$ cat src/logic/qflag_pkg.sv
// Shared constants and types for the queue flag status logic
package qflag_pkg;
   localparam int QUEUES          = 32;                // Four words of eight queues
   localparam int WORD_BITS       = 8;
   localparam int WORD_COUNT      = 4;
   localparam int WORD_SEL_BITS   = 2;
   localparam int QADDR_BITS      = 5;
   localparam logic [1:0] FIRST_WORD = 2'h0;
   localparam logic [1:0] LAST_WORD  = 2'h3;
   localparam int FULL_VALID_CYCLES = 3;               // Full flag valid on 3rd cycle
   localparam logic [1:0] FULL_CNT_RESET = 2'h0;
   localparam logic [7:0] STATUS_RESET = 8'hFF;        // Almost-empty flags are active low
   typedef enum logic [1:0] {
      MODE_DIRECT,
      MODE_POLLED
   } flag_mode_t;
endpackage : qflag_pkg

$ cat src/logic/qflag_if.sv
// Pin-level carrier between the flag device and the controller
`timescale 1ns/1ps
`default_nettype none
interface qflag_if;
   import qflag_pkg::*;
   logic [WORD_BITS-1:0]     almost_empty_status_bus;
   logic                     empty_bus_strobe;
   logic                     empty_bus_sync;
   logic [QADDR_BITS-1:0]    read_queue_address;
   logic                     chain_token_in;
   logic                     chain_token_out;
   logic [QADDR_BITS-1:0]    write_queue_address;
   logic                     write_address_enable;
   logic                     full_flag_o;
   logic                     full_flag_oe_n;
   logic                     full_flag;        // Resolved shared line, high when floating
   logic                     serial_enable_out;
   logic                     flag_bus_mode_select;

   assign full_flag = full_flag_oe_n ? 1'b1 : full_flag_o;

   modport device (
      output almost_empty_status_bus,
      input  empty_bus_strobe,
      output empty_bus_sync,
      input  read_queue_address,
      input  chain_token_in,
      output chain_token_out,
      input  write_queue_address,
      input  write_address_enable,
      output full_flag_o,
      output full_flag_oe_n,
      output serial_enable_out,
      input  flag_bus_mode_select
   );
   modport ctrl (
      input  almost_empty_status_bus,
      output empty_bus_strobe,
      input  empty_bus_sync,
      output read_queue_address,
      output chain_token_in,
      input  chain_token_out,
      output write_queue_address,
      output write_address_enable,
      input  full_flag,
      input  serial_enable_out,
      output flag_bus_mode_select
   );
endinterface : qflag_if
`default_nettype wire

$ cat src/logic/qflag_device.sv
// Device end: almost-empty status bus, token chain and shared full flag
// What this block does
// - Direct mode: strobe loads addressed status word
// - Polled mode: controller holds strobe low
// - No strobe before programming done
// - Polled: one word per clock, wraps
// - Sync high only with word one
// - Chain token input from previous device
// - Single device: token tied/looped
// - Direct chain: first token input low
// - Token out pulses with fourth word
// - Token in starts first word next
// - Last token out loops to first
// - Write queue selected by address enable
// - Full flag valid third cycle later
// - Write only after valid flag high
// - Only selected device drives full flag
// - Drive full flag next cycle after select
// - Mode input sampled at reset release
`timescale 1ns/1ps
`default_nettype none
module qflag_device #(
   parameter int DEVICE_QUEUES = qflag_pkg::QUEUES,
   parameter logic [0:0] DEVICE_BASE = 1'b0,  // Upper write address bit owned by this device
   parameter logic [0:0] CHAIN_HEAD  = 1'b1   // This device seeds the first polled pass
) (
   input  wire logic                                 ref_clk,
   input  wire logic                                 rst,
   qflag_if.device                                   pins,
   input  wire logic [qflag_pkg::QUEUES-1:0]         queue_almost_empty_n,
   input  wire logic [qflag_pkg::QUEUES-1:0]         queue_full_n,
   input  wire logic                                 programming_done
);
   import qflag_pkg::*;

   flag_mode_t                 mode_q,        mode_d;
   logic                       mode_taken_q,  mode_taken_d;
   logic [WORD_BITS-1:0]       status_q,      status_d;
   logic [WORD_SEL_BITS-1:0]   word_q,        word_d;
   logic                       polling_q,     polling_d;
   logic                       sync_q,        sync_d;
   logic                       token_q,       token_d;
   logic                       serial_enable_out_q,        serial_enable_out_d;
   logic                       selected_q,    selected_d;
   logic [QADDR_BITS-1:0]      wqueue_q,      wqueue_d;
   logic [1:0]                 full_cnt_q,    full_cnt_d;
   logic                       full_q,        full_d;
   logic                       oe_n_q,        oe_n_d;
   logic                       seeded_q,      seeded_d;
   logic                       launch;

   // Picks one eight-queue group of almost-empty flags
   // Queues beyond the device size read as not almost empty, so a smaller part never reports ghosts
   function automatic logic [WORD_BITS-1:0] status_word(input logic [WORD_SEL_BITS-1:0] sel);
      logic [WORD_BITS-1:0] grp;
      grp = queue_almost_empty_n[sel*WORD_BITS +: WORD_BITS];
      for (int b = 0; b < WORD_BITS; b++) begin
         if (int'(sel) * WORD_BITS + b >= DEVICE_QUEUES) begin
            grp[b] = 1'b1;
         end
      end
      return grp;
   endfunction : status_word

   // A pass starts on a token from the chain, or once from the chain head after programming
   assign launch = pins.chain_token_in || (CHAIN_HEAD && !seeded_q && !serial_enable_out_q);

   // Chain head seeding is remembered so a returning token is the only later trigger
   always_comb begin
      seeded_d = seeded_q;
      if (mode_taken_q && mode_q == MODE_POLLED && launch) begin
         seeded_d = 1'b1;
      end
   end

   // Seeding register
   always_ff @(posedge ref_clk or posedge rst) begin
      if (rst) begin
         seeded_q <= 1'b0;
      end else begin
         seeded_q <= seeded_d;
      end
   end

   // Read side: mode capture, direct strobe and polled rotation
   always_comb begin
      mode_d       = mode_q;
      mode_taken_d = 1'b1;
      status_d     = status_q;
      word_d       = word_q;
      polling_d    = polling_q;
      sync_d       = 1'b0;
      token_d      = 1'b0;
      serial_enable_out_d       = ~programming_done;
      if (!mode_taken_q) begin
         // Mode is caught once, on the first edge after reset release
         // The mode input must stay put afterwards; a later change is ignored
         mode_d = pins.flag_bus_mode_select ? MODE_POLLED : MODE_DIRECT;
      end else if (mode_q == MODE_DIRECT) begin
         // Strobe is trusted only once programming is done
         if (pins.empty_bus_strobe && !serial_enable_out_q) begin
            status_d = status_word(pins.read_queue_address[WORD_SEL_BITS-1:0]);
         end
      end else begin
         // Token is taken while idle or as word four leaves; mid-rotation it is dropped
         if (launch && (!polling_q || word_q == LAST_WORD)) begin
            polling_d = 1'b1;
            word_d    = FIRST_WORD;
            status_d  = status_word(FIRST_WORD);
            sync_d    = 1'b1;
         end else if (polling_q) begin
            if (word_q == LAST_WORD) begin
               // Bus handed to the next device; hold last word until token returns
               polling_d = 1'b0;
            end else begin
               word_d   = word_q + 2'h1;
               status_d = status_word(word_q + 2'h1);
               token_d  = (word_q + 2'h1) == LAST_WORD;
            end
         end
      end
   end

   always_ff @(posedge ref_clk or posedge rst) begin
      if (rst) begin
         mode_q       <= MODE_DIRECT;
         mode_taken_q <= 1'b0;
         status_q     <= STATUS_RESET;
         word_q       <= FIRST_WORD;
         polling_q    <= 1'b0;
         sync_q       <= 1'b0;
         token_q      <= 1'b0;
         serial_enable_out_q       <= 1'b1;
      end else begin
         mode_q       <= mode_d;
         mode_taken_q <= mode_taken_d;
         status_q     <= status_d;
         word_q       <= word_d;
         polling_q    <= polling_d;
         sync_q       <= sync_d;
         token_q      <= token_d;
         serial_enable_out_q       <= serial_enable_out_d;
      end
   end

   // Write side ownership: the select edge decides who drives the shared line
   always_comb begin
      selected_d = selected_q;
      wqueue_d   = wqueue_q;
      oe_n_d     = oe_n_q;
      if (pins.write_address_enable) begin
         // Top address bit picks one of up to two devices on the line
         selected_d = pins.write_queue_address[QADDR_BITS-1] == DEVICE_BASE;
         wqueue_d   = pins.write_queue_address;
         // Released on the edge after a foreign select, the same edge the new owner starts driving, so two drivers never fight
         oe_n_d     = ~selected_d;
      end
   end

   // Ownership registers
   always_ff @(posedge ref_clk or posedge rst) begin
      if (rst) begin
         selected_q <= 1'b0;
         wqueue_q   <= '0;
         oe_n_q     <= 1'b1;
      end else begin
         selected_q <= selected_d;
         wqueue_q   <= wqueue_d;
         oe_n_q     <= oe_n_d;
      end
   end

   // Write side latency: the flag stays low until the new queue status has settled
   always_comb begin
      full_cnt_d = full_cnt_q;
      full_d     = full_q;
      if (pins.write_address_enable) begin
         full_cnt_d = FULL_CNT_RESET;
         full_d     = 1'b0;                              // Stale until the new queue is valid
      end else if (selected_q) begin
         if (full_cnt_q != 2'(FULL_VALID_CYCLES - 1)) begin
            full_cnt_d = full_cnt_q + 2'h1;
         end
         if (full_cnt_q >= 2'(FULL_VALID_CYCLES - 2)) begin
            full_d = queue_full_n[wqueue_q];
         end
      end
   end

   // Latency registers
   always_ff @(posedge ref_clk or posedge rst) begin
      if (rst) begin
         full_cnt_q <= FULL_CNT_RESET;
         full_q     <= 1'b0;
      end else begin
         full_cnt_q <= full_cnt_d;
         full_q     <= full_d;
      end
   end

   // Pins come straight from flops, so no glitch reaches the shared lines
   assign pins.almost_empty_status_bus = status_q;
   assign pins.empty_bus_sync          = sync_q;
   assign pins.chain_token_out         = token_q;
   assign pins.serial_enable_out       = serial_enable_out_q;
   assign pins.full_flag_o             = full_q;
   assign pins.full_flag_oe_n          = oe_n_q;
endmodule : qflag_device
`default_nettype wire

$ cat src/flat_wrapper.sv
// flat-port wrapper written by rule: the top's interface ports become plain ports
module qflag_device_flat import qflag_pkg::*;
#(
   parameter int DEVICE_QUEUES = qflag_pkg::QUEUES,
   parameter logic [0:0] DEVICE_BASE = 1'b0,                                                 
   parameter logic [0:0] CHAIN_HEAD  = 1'b1                                             
)
  (ref_clk, rst, queue_almost_empty_n, queue_full_n, programming_done, pins_almost_empty_status_bus, pins_empty_bus_strobe, pins_empty_bus_sync, pins_read_queue_address, pins_chain_token_in, pins_chain_token_out, pins_write_queue_address, pins_write_address_enable, pins_full_flag_o, pins_full_flag_oe_n, pins_serial_enable_out, pins_flag_bus_mode_select);
  qflag_if pins_i ();
  input  wire logic ref_clk;
  input  wire logic rst;
  input  wire logic [qflag_pkg::QUEUES-1:0] queue_almost_empty_n;
  input  wire logic [qflag_pkg::QUEUES-1:0] queue_full_n;
  input  wire logic programming_done;
  output wire logic [$bits(pins_i.almost_empty_status_bus)-1:0] pins_almost_empty_status_bus;
  input wire logic [$bits(pins_i.empty_bus_strobe)-1:0] pins_empty_bus_strobe;
  output wire logic [$bits(pins_i.empty_bus_sync)-1:0] pins_empty_bus_sync;
  input wire logic [$bits(pins_i.read_queue_address)-1:0] pins_read_queue_address;
  input wire logic [$bits(pins_i.chain_token_in)-1:0] pins_chain_token_in;
  output wire logic [$bits(pins_i.chain_token_out)-1:0] pins_chain_token_out;
  input wire logic [$bits(pins_i.write_queue_address)-1:0] pins_write_queue_address;
  input wire logic [$bits(pins_i.write_address_enable)-1:0] pins_write_address_enable;
  output wire logic [$bits(pins_i.full_flag_o)-1:0] pins_full_flag_o;
  output wire logic [$bits(pins_i.full_flag_oe_n)-1:0] pins_full_flag_oe_n;
  output wire logic [$bits(pins_i.serial_enable_out)-1:0] pins_serial_enable_out;
  input wire logic [$bits(pins_i.flag_bus_mode_select)-1:0] pins_flag_bus_mode_select;
  assign pins_almost_empty_status_bus = pins_i.almost_empty_status_bus;
  assign pins_i.empty_bus_strobe = pins_empty_bus_strobe;
  assign pins_empty_bus_sync = pins_i.empty_bus_sync;
  assign pins_i.read_queue_address = pins_read_queue_address;
  assign pins_i.chain_token_in = pins_chain_token_in;
  assign pins_chain_token_out = pins_i.chain_token_out;
  assign pins_i.write_queue_address = pins_write_queue_address;
  assign pins_i.write_address_enable = pins_write_address_enable;
  assign pins_full_flag_o = pins_i.full_flag_o;
  assign pins_full_flag_oe_n = pins_i.full_flag_oe_n;
  assign pins_serial_enable_out = pins_i.serial_enable_out;
  assign pins_i.flag_bus_mode_select = pins_flag_bus_mode_select;
  qflag_device #(.DEVICE_QUEUES(DEVICE_QUEUES), .DEVICE_BASE(DEVICE_BASE), .CHAIN_HEAD(CHAIN_HEAD)) u_core (.ref_clk(ref_clk), .rst(rst), .pins(pins_i), .queue_almost_empty_n(queue_almost_empty_n), .queue_full_n(queue_full_n), .programming_done(programming_done));
endmodule
$ cat config.mk
export PLATFORM = sky130hd
export DESIGN_NAME = qflag_device_flat
export DESIGN_NICKNAME = d
export VERILOG_FILES = /design/src/logic/qflag_pkg.sv /design/src/logic/qflag_if.sv /design/src/logic/qflag_device.sv /design/src/flat_wrapper.sv
export SDC_FILE = /design/constraint.sdc
export NUM_CORES = 1
export LEC_CHECK = 0
export BUFFER_PORTS_ARGS = -buffer_cell sky130_fd_sc_hd__buf_2
export CORE_MARGIN = 1.5
export CORE_UTILIZATION = 50
export CTS_CLUSTER_DIAMETER = 120
export DETAILED_ROUTE_END_ITERATION = 8
export PLACE_DENSITY = 0.87
export SYNTH_ARGS = -nofsm -noshare
export SYNTH_HDL_FRONTEND = slang
export SYNTH_SLANG_ARGS = --single-unit
$ cat constraint.sdc
create_clock -name ref_clk -period 4.1 [get_ports ref_clk]
set_input_delay 0 -clock ref_clk [delete_from_list [all_inputs] [get_ports ref_clk]]
set_output_delay 0 -clock ref_clk [all_outputs]
set_load 0.05 [all_outputs]
==> qor.csv, run 1 <==
stage,metric,value,unit
run_status,outcome,finished clean,
min_path,hold_start,pins_write_queue_address[4],
timing,fmax,0.4028,GHz
floorplan,core,0.003689,mm²
detailed_routing,wl_met2,2178,µm
worst_setup_path,r2r-start,u_core.word_q[0],
detailed_routing,routedWlPerCell,14.25,µm
detailed_routing,drt-initial-drc-count,41,
grt,grt_pass1_wl,7113,µm
min_path,hold_depth,3,
timing,post-route-period-util,60.55,%
final_layout,multi_input_area,0.001151,mm²
timing,period_needed,2482,ps
worst_setup_path,max_stage_delay,790,ps
floorplan,dieArea,0.004259,mm²
min_path,min_to,u_core.pins.full_flag_oe_n,
detailed_routing,firstDrtPassIters,4,
cts,worst_skew_pair.late_latency,270,ps
synth,synth_warnings,0,
grt,grt_antenna_before_repair,0,
detailed_routing,route.met3.wl,282,µm
timing,drv_slew,0,
worst_setup_path,critPathBufInv,0,
final_layout,layout-drive-gt1-share,52.55,%
final_layout,n_antenna_cell,0,
placement,hpwl,3396,µm
worst_setup_path,r2r_end,u_core.pins.almost_empty_status_bus[7],
job,drv_cap,0,
timing,skew,3.546,ps
worst_setup_path,worstSetupStartpointType,flip-flop,
synth,async_flop_share,100.0,%
detailed_routing,viasPerCell,5.416,
placement,numPortBuffers,90,
worst_setup_path,rrSetupSlack,1620,ps
min_path,hold_class,input port to flip-flop,
synth,synthDistinctLibCells,34,
worst_setup_path,timing.critical_path.slowest_stage_cell,o21ai_1,
final_layout,final_core_util,67.84,%
final_layout,fill_cells,301,
synth,avgSynthCellArea,11.82,µm²
timing,tns,0,ps
power,powerDensity,479.9,mW/mm²
placement,gp_congestion,0.7461,
floorplan,die_w,65.26,µm
detailed_routing,vias,1641,
synth,mappedNetlistNets,249,
floorplan,row_count,22,
cts,tritoncts,built,
detailed_routing,ant_nets,0,
timing,rsz0062_at_grt,no,
power,p_leak,1.218,nW
floorplan,die_h,65.26,µm
cts,cts_max_path_buffers,2,
worst_setup_path,worstPathArrival,2680,ps
grt,grt_max_degree,28,
cts,cts-root-buf,clkbuf_8,
synth,synth-seq-cells,27,
detailed_routing,drc_errors,0,
worst_setup_path,r2r_cells,5,
floorplan,ios,94,
grt,overflow,0,
synth,synthFlopType,dfrtp_1,
worst_setup_path,cp.required,4300,ps
floorplan,initial_core_util,52.54,%
grt,grt_pass1_vias,1689,
detailed_routing,top_layer,met4,
final_layout,synthToLayoutAreaGrowth,29.12,%
cts,clk_pin_slew,90,ps
synth,ys_seq_area_share,35.51,%
timing,setup_violations,0,
cts,clock-sinks,27,
timing,max-slew-margin-rel,32.03,%
worst_setup_path,worstSetupPathType,flip-flop to flip-flop,
worst_setup_path,cp_top_family,compound AO/OA/AOI/OAI gates,
detailed_routing,drt_wl_total,4318,µm
detailed_routing,wl_met1,1795,µm
worst_setup_path,worstPathCellList,"ha_1, o21ai_1, mux2i_1, a21oi_1, mux2_2",
cts,cts-resized-gates,0,
final_layout,ff_latch_area,688.2,µm²
power,peakVddDrop,0.0003456,V
timing,worst_pin_slew,1013,ps
grt,track_usage,21.63,%
worst_setup_path,critPathCaptureType,flip-flop,
synth,syn_inst,164,
cts,cts_made_buffers,3,
timing,hold_viol,0,
synth,synth_edf_count,0,
synth,netlist_area,0.001938,mm²
worst_setup_path,worstPathMaxFanout,12,
cts,htreeDepth,1,
final_layout,final_nets,341,
==> cell families (layout without fill, tap and decap cells) <==
family / count (synthesis) / in the layout / share of synthesized area (%)
other: 1 / 1 / 0.1935
xor gates and xnor gates: 1 / 1 / 0.4520
buffers and inverters: 20 / 111 / 5.100
muxes: 49 / 49 / 38.93
adders and majority gates: 4 / 4 / 2.582
and+or+nand+nor: 37 / 37 / 9.555
AOI/OAI and AO/OA: 25 / 25 / 7.683
DFF: 27 / 27 / 35.51
==> repair_timing <==
action                     in CTS  in global routing
setup endpoints to repair       0                  0
buffers inserted                0                  0
hold buffers                    7                  0
hold endpoints to repair       18                  0
==> per-layer routing <==
layer  vias to the layer above  GRT usage (%)
li1                        795              -
met1                       760          23.97
met2                        80          40.56
met3                         6          3.425
met4                         0          9.375
met5                         -              0
==> flip-flops by register name, summed over array words and instances, names as in the netlist, 2 cells and up <==
name	flops
u_core.word_q	2
u_core.pins.almost_empty_status_bus	8
u_core.wqueue_q	5
u_core.full_cnt_q	2
==> layout by cell type (no fill, tap or decap), drive strengths merged, types with 2 or more instances in the layout <==
| master | count |
|---|---|
| clkbuf | 4 |
| nor3b | 2 |
| nand2b | 2 |
| dfrtp | 17 |
| a21oi | 9 |
| and2b | 2 |
| nand2 | 8 |
| nand3 | 4 |
| dfstp | 10 |
| dlygate4sd3 | 7 |
| o21ai | 8 |
| inv | 10 |
| nor2 | 13 |
| buf | 90 |
| mux2 | 11 |
| a2111oi | 2 |
| mux4 | 20 |
| ha | 4 |
| mux2i | 18 |
| nor2b | 2 |
==> how the worst max path moves through the flow <==
stage | to | depth (start not counted) | start | slack [ps]
after floorplan | u_core.pins.almost_empty_status_bus[0] | 8 | u_core.word_q[0] | 1750
after global placement | u_core.pins.almost_empty_status_bus[3] | 5 | u_core.word_q[0] | 1670
after detailed placement | u_core.pins.almost_empty_status_bus[7] | 5 | u_core.word_q[0] | 1610
after CTS | u_core.pins.almost_empty_status_bus[7] | 5 | u_core.word_q[0] | 1600
after global routing | u_core.pins.almost_empty_status_bus[7] | 5 | u_core.word_q[0] | 1350
final | u_core.pins.almost_empty_status_bus[7] | 5 | u_core.word_q[0] | 1620
==> Yosys cell counts, types with 2 or more instances <==
| library cell | instances | share of area, % |
|---|---|---|
| clkbuf_1 | 7 | 1.4 |
| o21ai_0 | 6 | 1.5 |
| a21oi_1 | 9 | 2.3 |
| mux4_2 | 20 | 23 |
| a2111oi_0 | 2 | 0.90 |
| o21ai_1 | 2 | 0.52 |
| mux2i_1 | 18 | 9.3 |
| inv_1 | 10 | 1.9 |
| nor2b_1 | 2 | 0.65 |
| nand2_1 | 8 | 1.5 |
| ha_1 | 4 | 2.6 |
| dfrtp_1 | 17 | 22 |
| dfstp_2 | 10 | 14 |
| nor3b_1 | 2 | 0.77 |
| nand3_1 | 4 | 1.0 |
| nand2b_1 | 2 | 0.65 |
| mux2_2 | 11 | 6.4 |
| nor2_1 | 13 | 2.5 |
| and2b_1 | 2 | 0.77 |
==> tightest hold or removal path, cell delays in order <==
cell and delay [ps]:
buf_2 80, nand2_1 80, o21ai_0 80
==> stage by stage <==
stage          instance area [µm²]  hold slack [ps]  setup slack [ps]  total power, mW  instances
6_report                      2502            13.80              1618            1.201        303
2_1_floorplan                 1938            26.19              1754           0.9187        164
4_1_cts                       2502            3.008              1595            1.213        303
3_3_place_gp                  2387            108.8              1670            1.035        292
3_5_place_dp                  2387            114.3              1615            1.057        292
5_1_grt                       2502            37.16              1345            1.287        303
==> cell type report <==
type                            instances  share of cell area [%]
Clock buffer                            4                   1.800
Tap cell                               48                   2.400
Timing Repair Buffer                   97                   20.80
Inverter                               10                   1.500
Multi-Input combinational cell        117                   46.00
Sequential cell                        27                   27.50
==> power breakdown <==
part,total (mW),switching (mW),leakage (nW),internal [mW]
combinational,0.615,0.335,0.882,0.280
sequential,0.439,0.0776,0.313,0.361
clock,0.148,0.0782,0.0228,0.0695
Power figures use the tool's default switching activity.
==> inputs of run 2 (changes only) <==
--- a/config.mk
+++ b/config.mk
@@ -7,10 +7,10 @@
 export LEC_CHECK = 0
 export BUFFER_PORTS_ARGS = -buffer_cell sky130_fd_sc_hd__buf_2
 export CORE_MARGIN = 1.5
-export CORE_UTILIZATION = 50
+export CORE_UTILIZATION = 42
 export CTS_CLUSTER_DIAMETER = 120
 export DETAILED_ROUTE_END_ITERATION = 8
-export PLACE_DENSITY = 0.87
+export PLACE_DENSITY = 0.78
 export SYNTH_ARGS = -nofsm -noshare
 export SYNTH_HDL_FRONTEND = slang
 export SYNTH_SLANG_ARGS = --single-unit
==> constraint.sdc (replaced) <==
create_clock -name ref_clk -period 2.1 [get_ports ref_clk]
set_input_delay 0 -clock ref_clk [delete_from_list [all_inputs] [get_ports ref_clk]]
set_output_delay 0 -clock ref_clk [all_outputs]
set_load 0.05 [all_outputs]
==> run 2 against run 1 <==
Effect of this change: wire length is 0.28% higher; clock power is 97% higher; worst setup slack worse by 1500 ps; largest cell class unchanged; critical path depth stayed put; critical endpoint is now u_core.pins.full_flag_o; die area is 18% higher; register-to-register slack worse by 1500 ps; sequential share of layout area is 0.69 points lower.
==> qor.csv, run 2 (synthesis results as in run 1) <==
stage,metric,value,unit
final_layout,fill_cells,378,
worst_setup_path,critPathCaptureType,flip-flop,
cts,clock-sinks,27,
timing,tns,0,ps
detailed_routing,drt-initial-drc-count,89,
final_layout,final_nets,349,
worst_setup_path,worstSetupPathType,flip-flop to flip-flop,
final_layout,layout-drive-gt1-share,53.99,%
timing,period_needed,1964,ps
timing,hold_viol,0,
job,drv_cap,0,
power,p_leak,1.254,nW
grt,track_usage,17.72,%
grt,grt_pass1_vias,1627,
final_layout,mostFrequentLayoutCell,buf_2,
grt,grt_pass1_wl,7231,µm
worst_setup_path,r2r_end,u_core.pins.full_flag_o,
placement,dp.cells,303,
timing,drv_slew,0,
floorplan,die_h,70.93,µm
detailed_routing,drc_errors,0,
cts,htreeDepth,1,
worst_setup_path,worstPathArrival,2170,ps
final_layout,largest_register_ffs,8,
detailed_routing,viasPerCell,5.260,
grt,grt_antenna_before_repair,0,
timing,fmax,0.5092,GHz
detailed_routing,top_layer,met4,
final_layout,stdcell_count,315,
run_status,outcome,finished clean,
detailed_routing,wl_met1,1889,µm
cts,worst_skew_pair.late_latency,270,ps
floorplan,ios,94,
cts,clk_pin_slew,90,ps
worst_setup_path,critPathCapture,u_core.pins.full_flag_o,
final_layout,multi_input_area,0.001151,mm²
final_layout,synthToLayoutAreaGrowth,32.67,%
detailed_routing,route.met3.wl,209,µm
floorplan,die_w,70.93,µm
power,powerDensity,921.9,mW/mm²
cts,cts-root-buf,clkbuf_8,
placement,gp_congestion,0.8085,
final_layout,n_antenna_cell,0,
cts,cts_made_buffers,3,
final_layout,ff_latch_area,689.4,µm²
floorplan,row_count,24,
detailed_routing,firstDrtPassIters,4,
min_path,hold_class,input port to flip-flop,
floorplan,initial_core_util,44.21,%
placement,hpwl,3454,µm
worst_setup_path,worstPathMaxFanout,10,
final_layout,final_cell_mix,"90 x buf_2, 20 x mux4_2, 18 x mux2i_1",
cts,tritoncts,built,
worst_setup_path,r2r_cells,5,
floorplan,dieArea,0.005031,mm²
worst_setup_path,worstSetupStartpointType,flip-flop,
detailed_routing,vias,1657,
power,peakVddDrop,0.0004108,V
floorplan,core,0.004384,mm²
timing,max-slew-margin-rel,47.86,%
detailed_routing,routedWlPerCell,13.75,µm
worst_setup_path,rrSetupSlack,140,ps
timing,worst_pin_slew,781.3,ps
grt,overflow,0,
detailed_routing,wl_met2,2207,µm
placement,numPortBuffers,90,
worst_setup_path,cp-startpoint,u_core.wqueue_q[0],
detailed_routing,drt_wl_total,4330,µm
detailed_routing,ant_nets,0,
grt,grt_max_degree,22,
worst_setup_path,cp.required,2300,ps
timing,post-route-period-util,93.52,%
timing,rsz0062_at_grt,no,
timing,setup_violations,0,
timing,skew,2.347,ps
worst_setup_path,r2r-start,u_core.wqueue_q[0],
cts,cts_max_path_buffers,2,
-- run 2: power by group --
group / internal [mW] / total, mW / switching [mW]
Sequential: 0.707 / 0.800 / 0.0936
Combinational: 0.573 / 1.28 / 0.706
Clock: 0.136 / 0.291 / 0.155
Total: 1.42 / 2.37 / 0.955
-- run 2: final cells by class --
type / count / share of cell area, %
Multi-Input combinational cell: 117 / 44.77
Inverter: 10 / 1.460
Clock buffer: 4 / 1.752
Tap cell: 52 / 2.530
Sequential cell: 27 / 26.81
Timing Repair Buffer: 105 / 22.68
-- run 2: stage by stage --
stage                     worst slack (ps)  power (mW)  utilization, %  instance area [µm²]  hold WS (ps)
after detailed placement             27.11       2.087           55.76                 2445         112.6
after floorplan                      115.5       1.800               -                 1941         26.19
after CTS                            4.045       2.395           58.62                 2570         39.99
after global routing                 1.866       2.534           58.65                 2571         60.96
after global placement               65.24       2.055           55.76                 2445         112.8
final                                136.2       2.370           58.65                 2571         45.99
-- run 2: routing by layer --
| metal | vias up | global-route usage [%] |
|---|---|---|
| met1 | 785 | 24.25 |
| met2 | 54 | 29.18 |
| met4 | 0 | 3.564 |
| met3 | 4 | 4.131 |
| met5 | - | 0 |
| li1 | 814 | - |
-- run 2: worst max-delay path, cell delays in order (launching register included) --
cell     delay (ps)
dfrtp_2         510
mux2i_1         140
mux4_2          470
nor3b_1         140
or4_1           500
o21ai_1         130
-- run 2: repair_timing --
action / CTS / global route
buffers inserted: 0 / 0
setup endpoints to repair: 0 / 1
hold buffers: 8 / 0
hold endpoints to repair: 25 / 0
gates resized for setup: 0 / 1
-- run 2: worst min-delay path by stage --
stage,end,depth (start not counted),slack (ps),from
final,u_core.full_cnt_q[1],2,50,pins_write_address_enable
after global routing,u_core.full_cnt_q[1],2,60,pins_write_address_enable
after CTS,u_core.full_cnt_q[1],2,40,pins_write_address_enable
after detailed placement,u_core.pins.serial_enable_out,2,110,programming_done
after global placement,u_core.pins.serial_enable_out,2,110,programming_done
after floorplan,u_core.pins.serial_enable_out,1,30,programming_done
==> inputs of run 3 (changes only) <==
--- a/config.mk
+++ b/config.mk
@@ -11,6 +11,7 @@
 export CTS_CLUSTER_DIAMETER = 120
 export DETAILED_ROUTE_END_ITERATION = 8
 export PLACE_DENSITY = 0.78
+export RECOVER_POWER = 25
 export SYNTH_ARGS = -nofsm -noshare
 export SYNTH_HDL_FRONTEND = slang
 export SYNTH_SLANG_ARGS = --single-unit
==> run 3 against run 2 <==
Effect of this change: critical path depth unchanged; die area unchanged; power about the same; wire length about the same; clock power about the same; sequential power about the same; final cell count unchanged; largest power group unchanged; highest routed layer unchanged.
==> qor.csv, run 3 (synthesis results as in run 1) <==
stage,metric,value,unit
job,drv_cap,0,
cts,clock-sinks,27,
floorplan,die_h,70.93,µm
power,powerDensity,923.1,mW/mm²
timing,drv_slew,0,
floorplan,core,0.004384,mm²
timing,whs,46.37,ps
worst_setup_path,cp_top_family,simple AND/OR/NAND/NOR gates,
placement,dp.cells,303,
worst_setup_path,critPathCaptureType,flip-flop,
detailed_routing,viasPerCell,5.267,
power,peakVddDrop,0.0004108,V
timing,post-route-period-util,93.51,%
timing,worst_pin_slew,779.6,ps
final_layout,synthToLayoutAreaGrowth,32.41,%
detailed_routing,vias,1659,
final_layout,final_nets,349,
worst_setup_path,max_stage_delay,510,ps
final_layout,final_cell_mix,"86 x buf_2, 20 x mux4_2, 18 x mux2i_1",
worst_setup_path,critPathBufInv,0,
worst_setup_path,r2r-start,u_core.wqueue_q[0],
grt,grt_pass1_wl,7231,µm
worst_setup_path,worstPathCellList,"mux2i_1, mux4_2, nor3b_1, or4_1, o21ai_1",
final_layout,mostFrequentLayoutCell,buf_2,
floorplan,row_count,24,
min_path,hold_class,input port to flip-flop,
grt,grt_max_degree,22,
placement,numPortBuffers,90,
cts,tritoncts,built,
placement,gp_congestion,0.8085,
final_layout,n_antenna_cell,0,
cts,postCtsSetupBuffers,0,
final_layout,layout-drive-gt1-share,52.47,%
grt,track_usage,17.72,%
timing,rsz0062_at_grt,no,
final_layout,fill_cells,381,
grt,overflow,0,
worst_setup_path,worstSetupStartpointType,flip-flop,
detailed_routing,drc_errors,0,
timing,period_needed,1964,ps
cts,htreeDepth,1,
floorplan,die_w,70.93,µm
worst_setup_path,timing.critical_path.slowest_stage_cell,dfrtp_2,
worst_setup_path,worstPathArrival,2170,ps
grt,grt_pass1_vias,1627,
detailed_routing,firstDrtPassIters,4,
timing,skew,2.449,ps
worst_setup_path,cp-startpoint,u_core.wqueue_q[0],
cts,cts-root-buf,clkbuf_8,
cts,clk_pin_slew,90,ps
cts,cts_made_buffers,3,
detailed_routing,routedWlPerCell,13.76,µm
worst_setup_path,cp.required,2300,ps
min_path,hold_start,pins_write_address_enable,
detailed_routing,drt_wl_total,4334,µm
timing,hold_viol,0,
detailed_routing,drt-initial-drc-count,89,
floorplan,dieArea,0.005031,mm²
grt,grt_antenna_before_repair,0,
final_layout,stdcell_count,315,
placement,hpwl,3454,µm
floorplan,initial_core_util,44.21,%
run_status,outcome,finished clean,
timing,tns,0,ps
detailed_routing,ant_nets,0,
timing,max-slew-margin-rel,47.97,%
cts,worst_skew_pair.late_latency,270,ps
power,p_leak,1.238,nW
timing,fmax,0.5092,GHz
worst_setup_path,worstSetupPathType,flip-flop to flip-flop,
floorplan,ios,94,
timing,setup_violations,0,
worst_setup_path,worstPathMaxFanout,10,
cts,cts_max_path_buffers,2,
final_layout,largest_register_ffs,8,
-- run 3: through the flow --
step | utilization, % | instance area (µm²) | worst slack, ps | total power [mW]
floorplan | - | 1941 | 115.5 | 1.800
global placement | 55.76 | 2445 | 65.24 | 2.055
CTS | 58.62 | 2570 | 4.045 | 2.395
finish | 58.53 | 2566 | 136.2 | 2.369
global route | 58.53 | 2566 | 1.866 | 2.533
detailed placement | 55.76 | 2445 | 27.11 | 2.087
-- run 3: what timing repair did --
action                     in CTS  in global routing
setup endpoints to repair       0                  1
hold endpoints to repair       25                  0
hold buffers                    8                  0
resized for setup               0                  1
-- run 3: layout make-up --
cell class | count | area [µm²] | share of cell area, %
Inverter | 10 | 37.54 | 1.463
Clock buffer | 4 | 45.04 | 1.755
Multi-Input combinational cell | 117 | 1151 | 44.86
Timing Repair Buffer | 105 | 578.1 | 22.53
Tap cell | 52 | 65.06 | 2.535
Sequential cell | 27 | 689.4 | 26.86
-- run 3: power by group --
part / switching [mW] / total [mW] / internal (mW)
combinational: 0.706 / 1.28 / 0.571
clock: 0.155 / 0.291 / 0.136
sequential: 0.0939 / 0.801 / 0.707
total: 0.955 / 2.37 / 1.41
-- run 3: path summary, 6_finish.rpt --
kind | slack [ps] | depth (start not counted) | endpoint
worst max-delay path | 140 | 5 | u_core.pins.full_flag_o
worst min-delay path | 50 | 2 | u_core.full_cnt_q[1]
worst max register to register | 140 | 5 | u_core.pins.full_flag_o
worst min register to register | 470 | 2 | u_core.pins.full_flag_oe_n
max in group asynchronous | 990 | 4 | u_core.pins.almost_empty_status_bus[3]
min in group asynchronous | 430 | 3 | u_core.pins.empty_bus_sync
-- run 3: per-layer routing --
metal	wire, µm	GRT usage [%]	share of wire [%]
met3	206	4.131	4.8
met2	2205	29.18	51
met5	0	0	0
met4	24	3.564	0.55
met1	1898	24.25	44
-- run 3: worst register-to-register path, cell delays in order, from the launching register on --
cell and delay, ps:
dfrtp_2 510, mux2i_1 150, mux4_2 470, nor3b_1 140, or4_1 500, o21ai_1 130
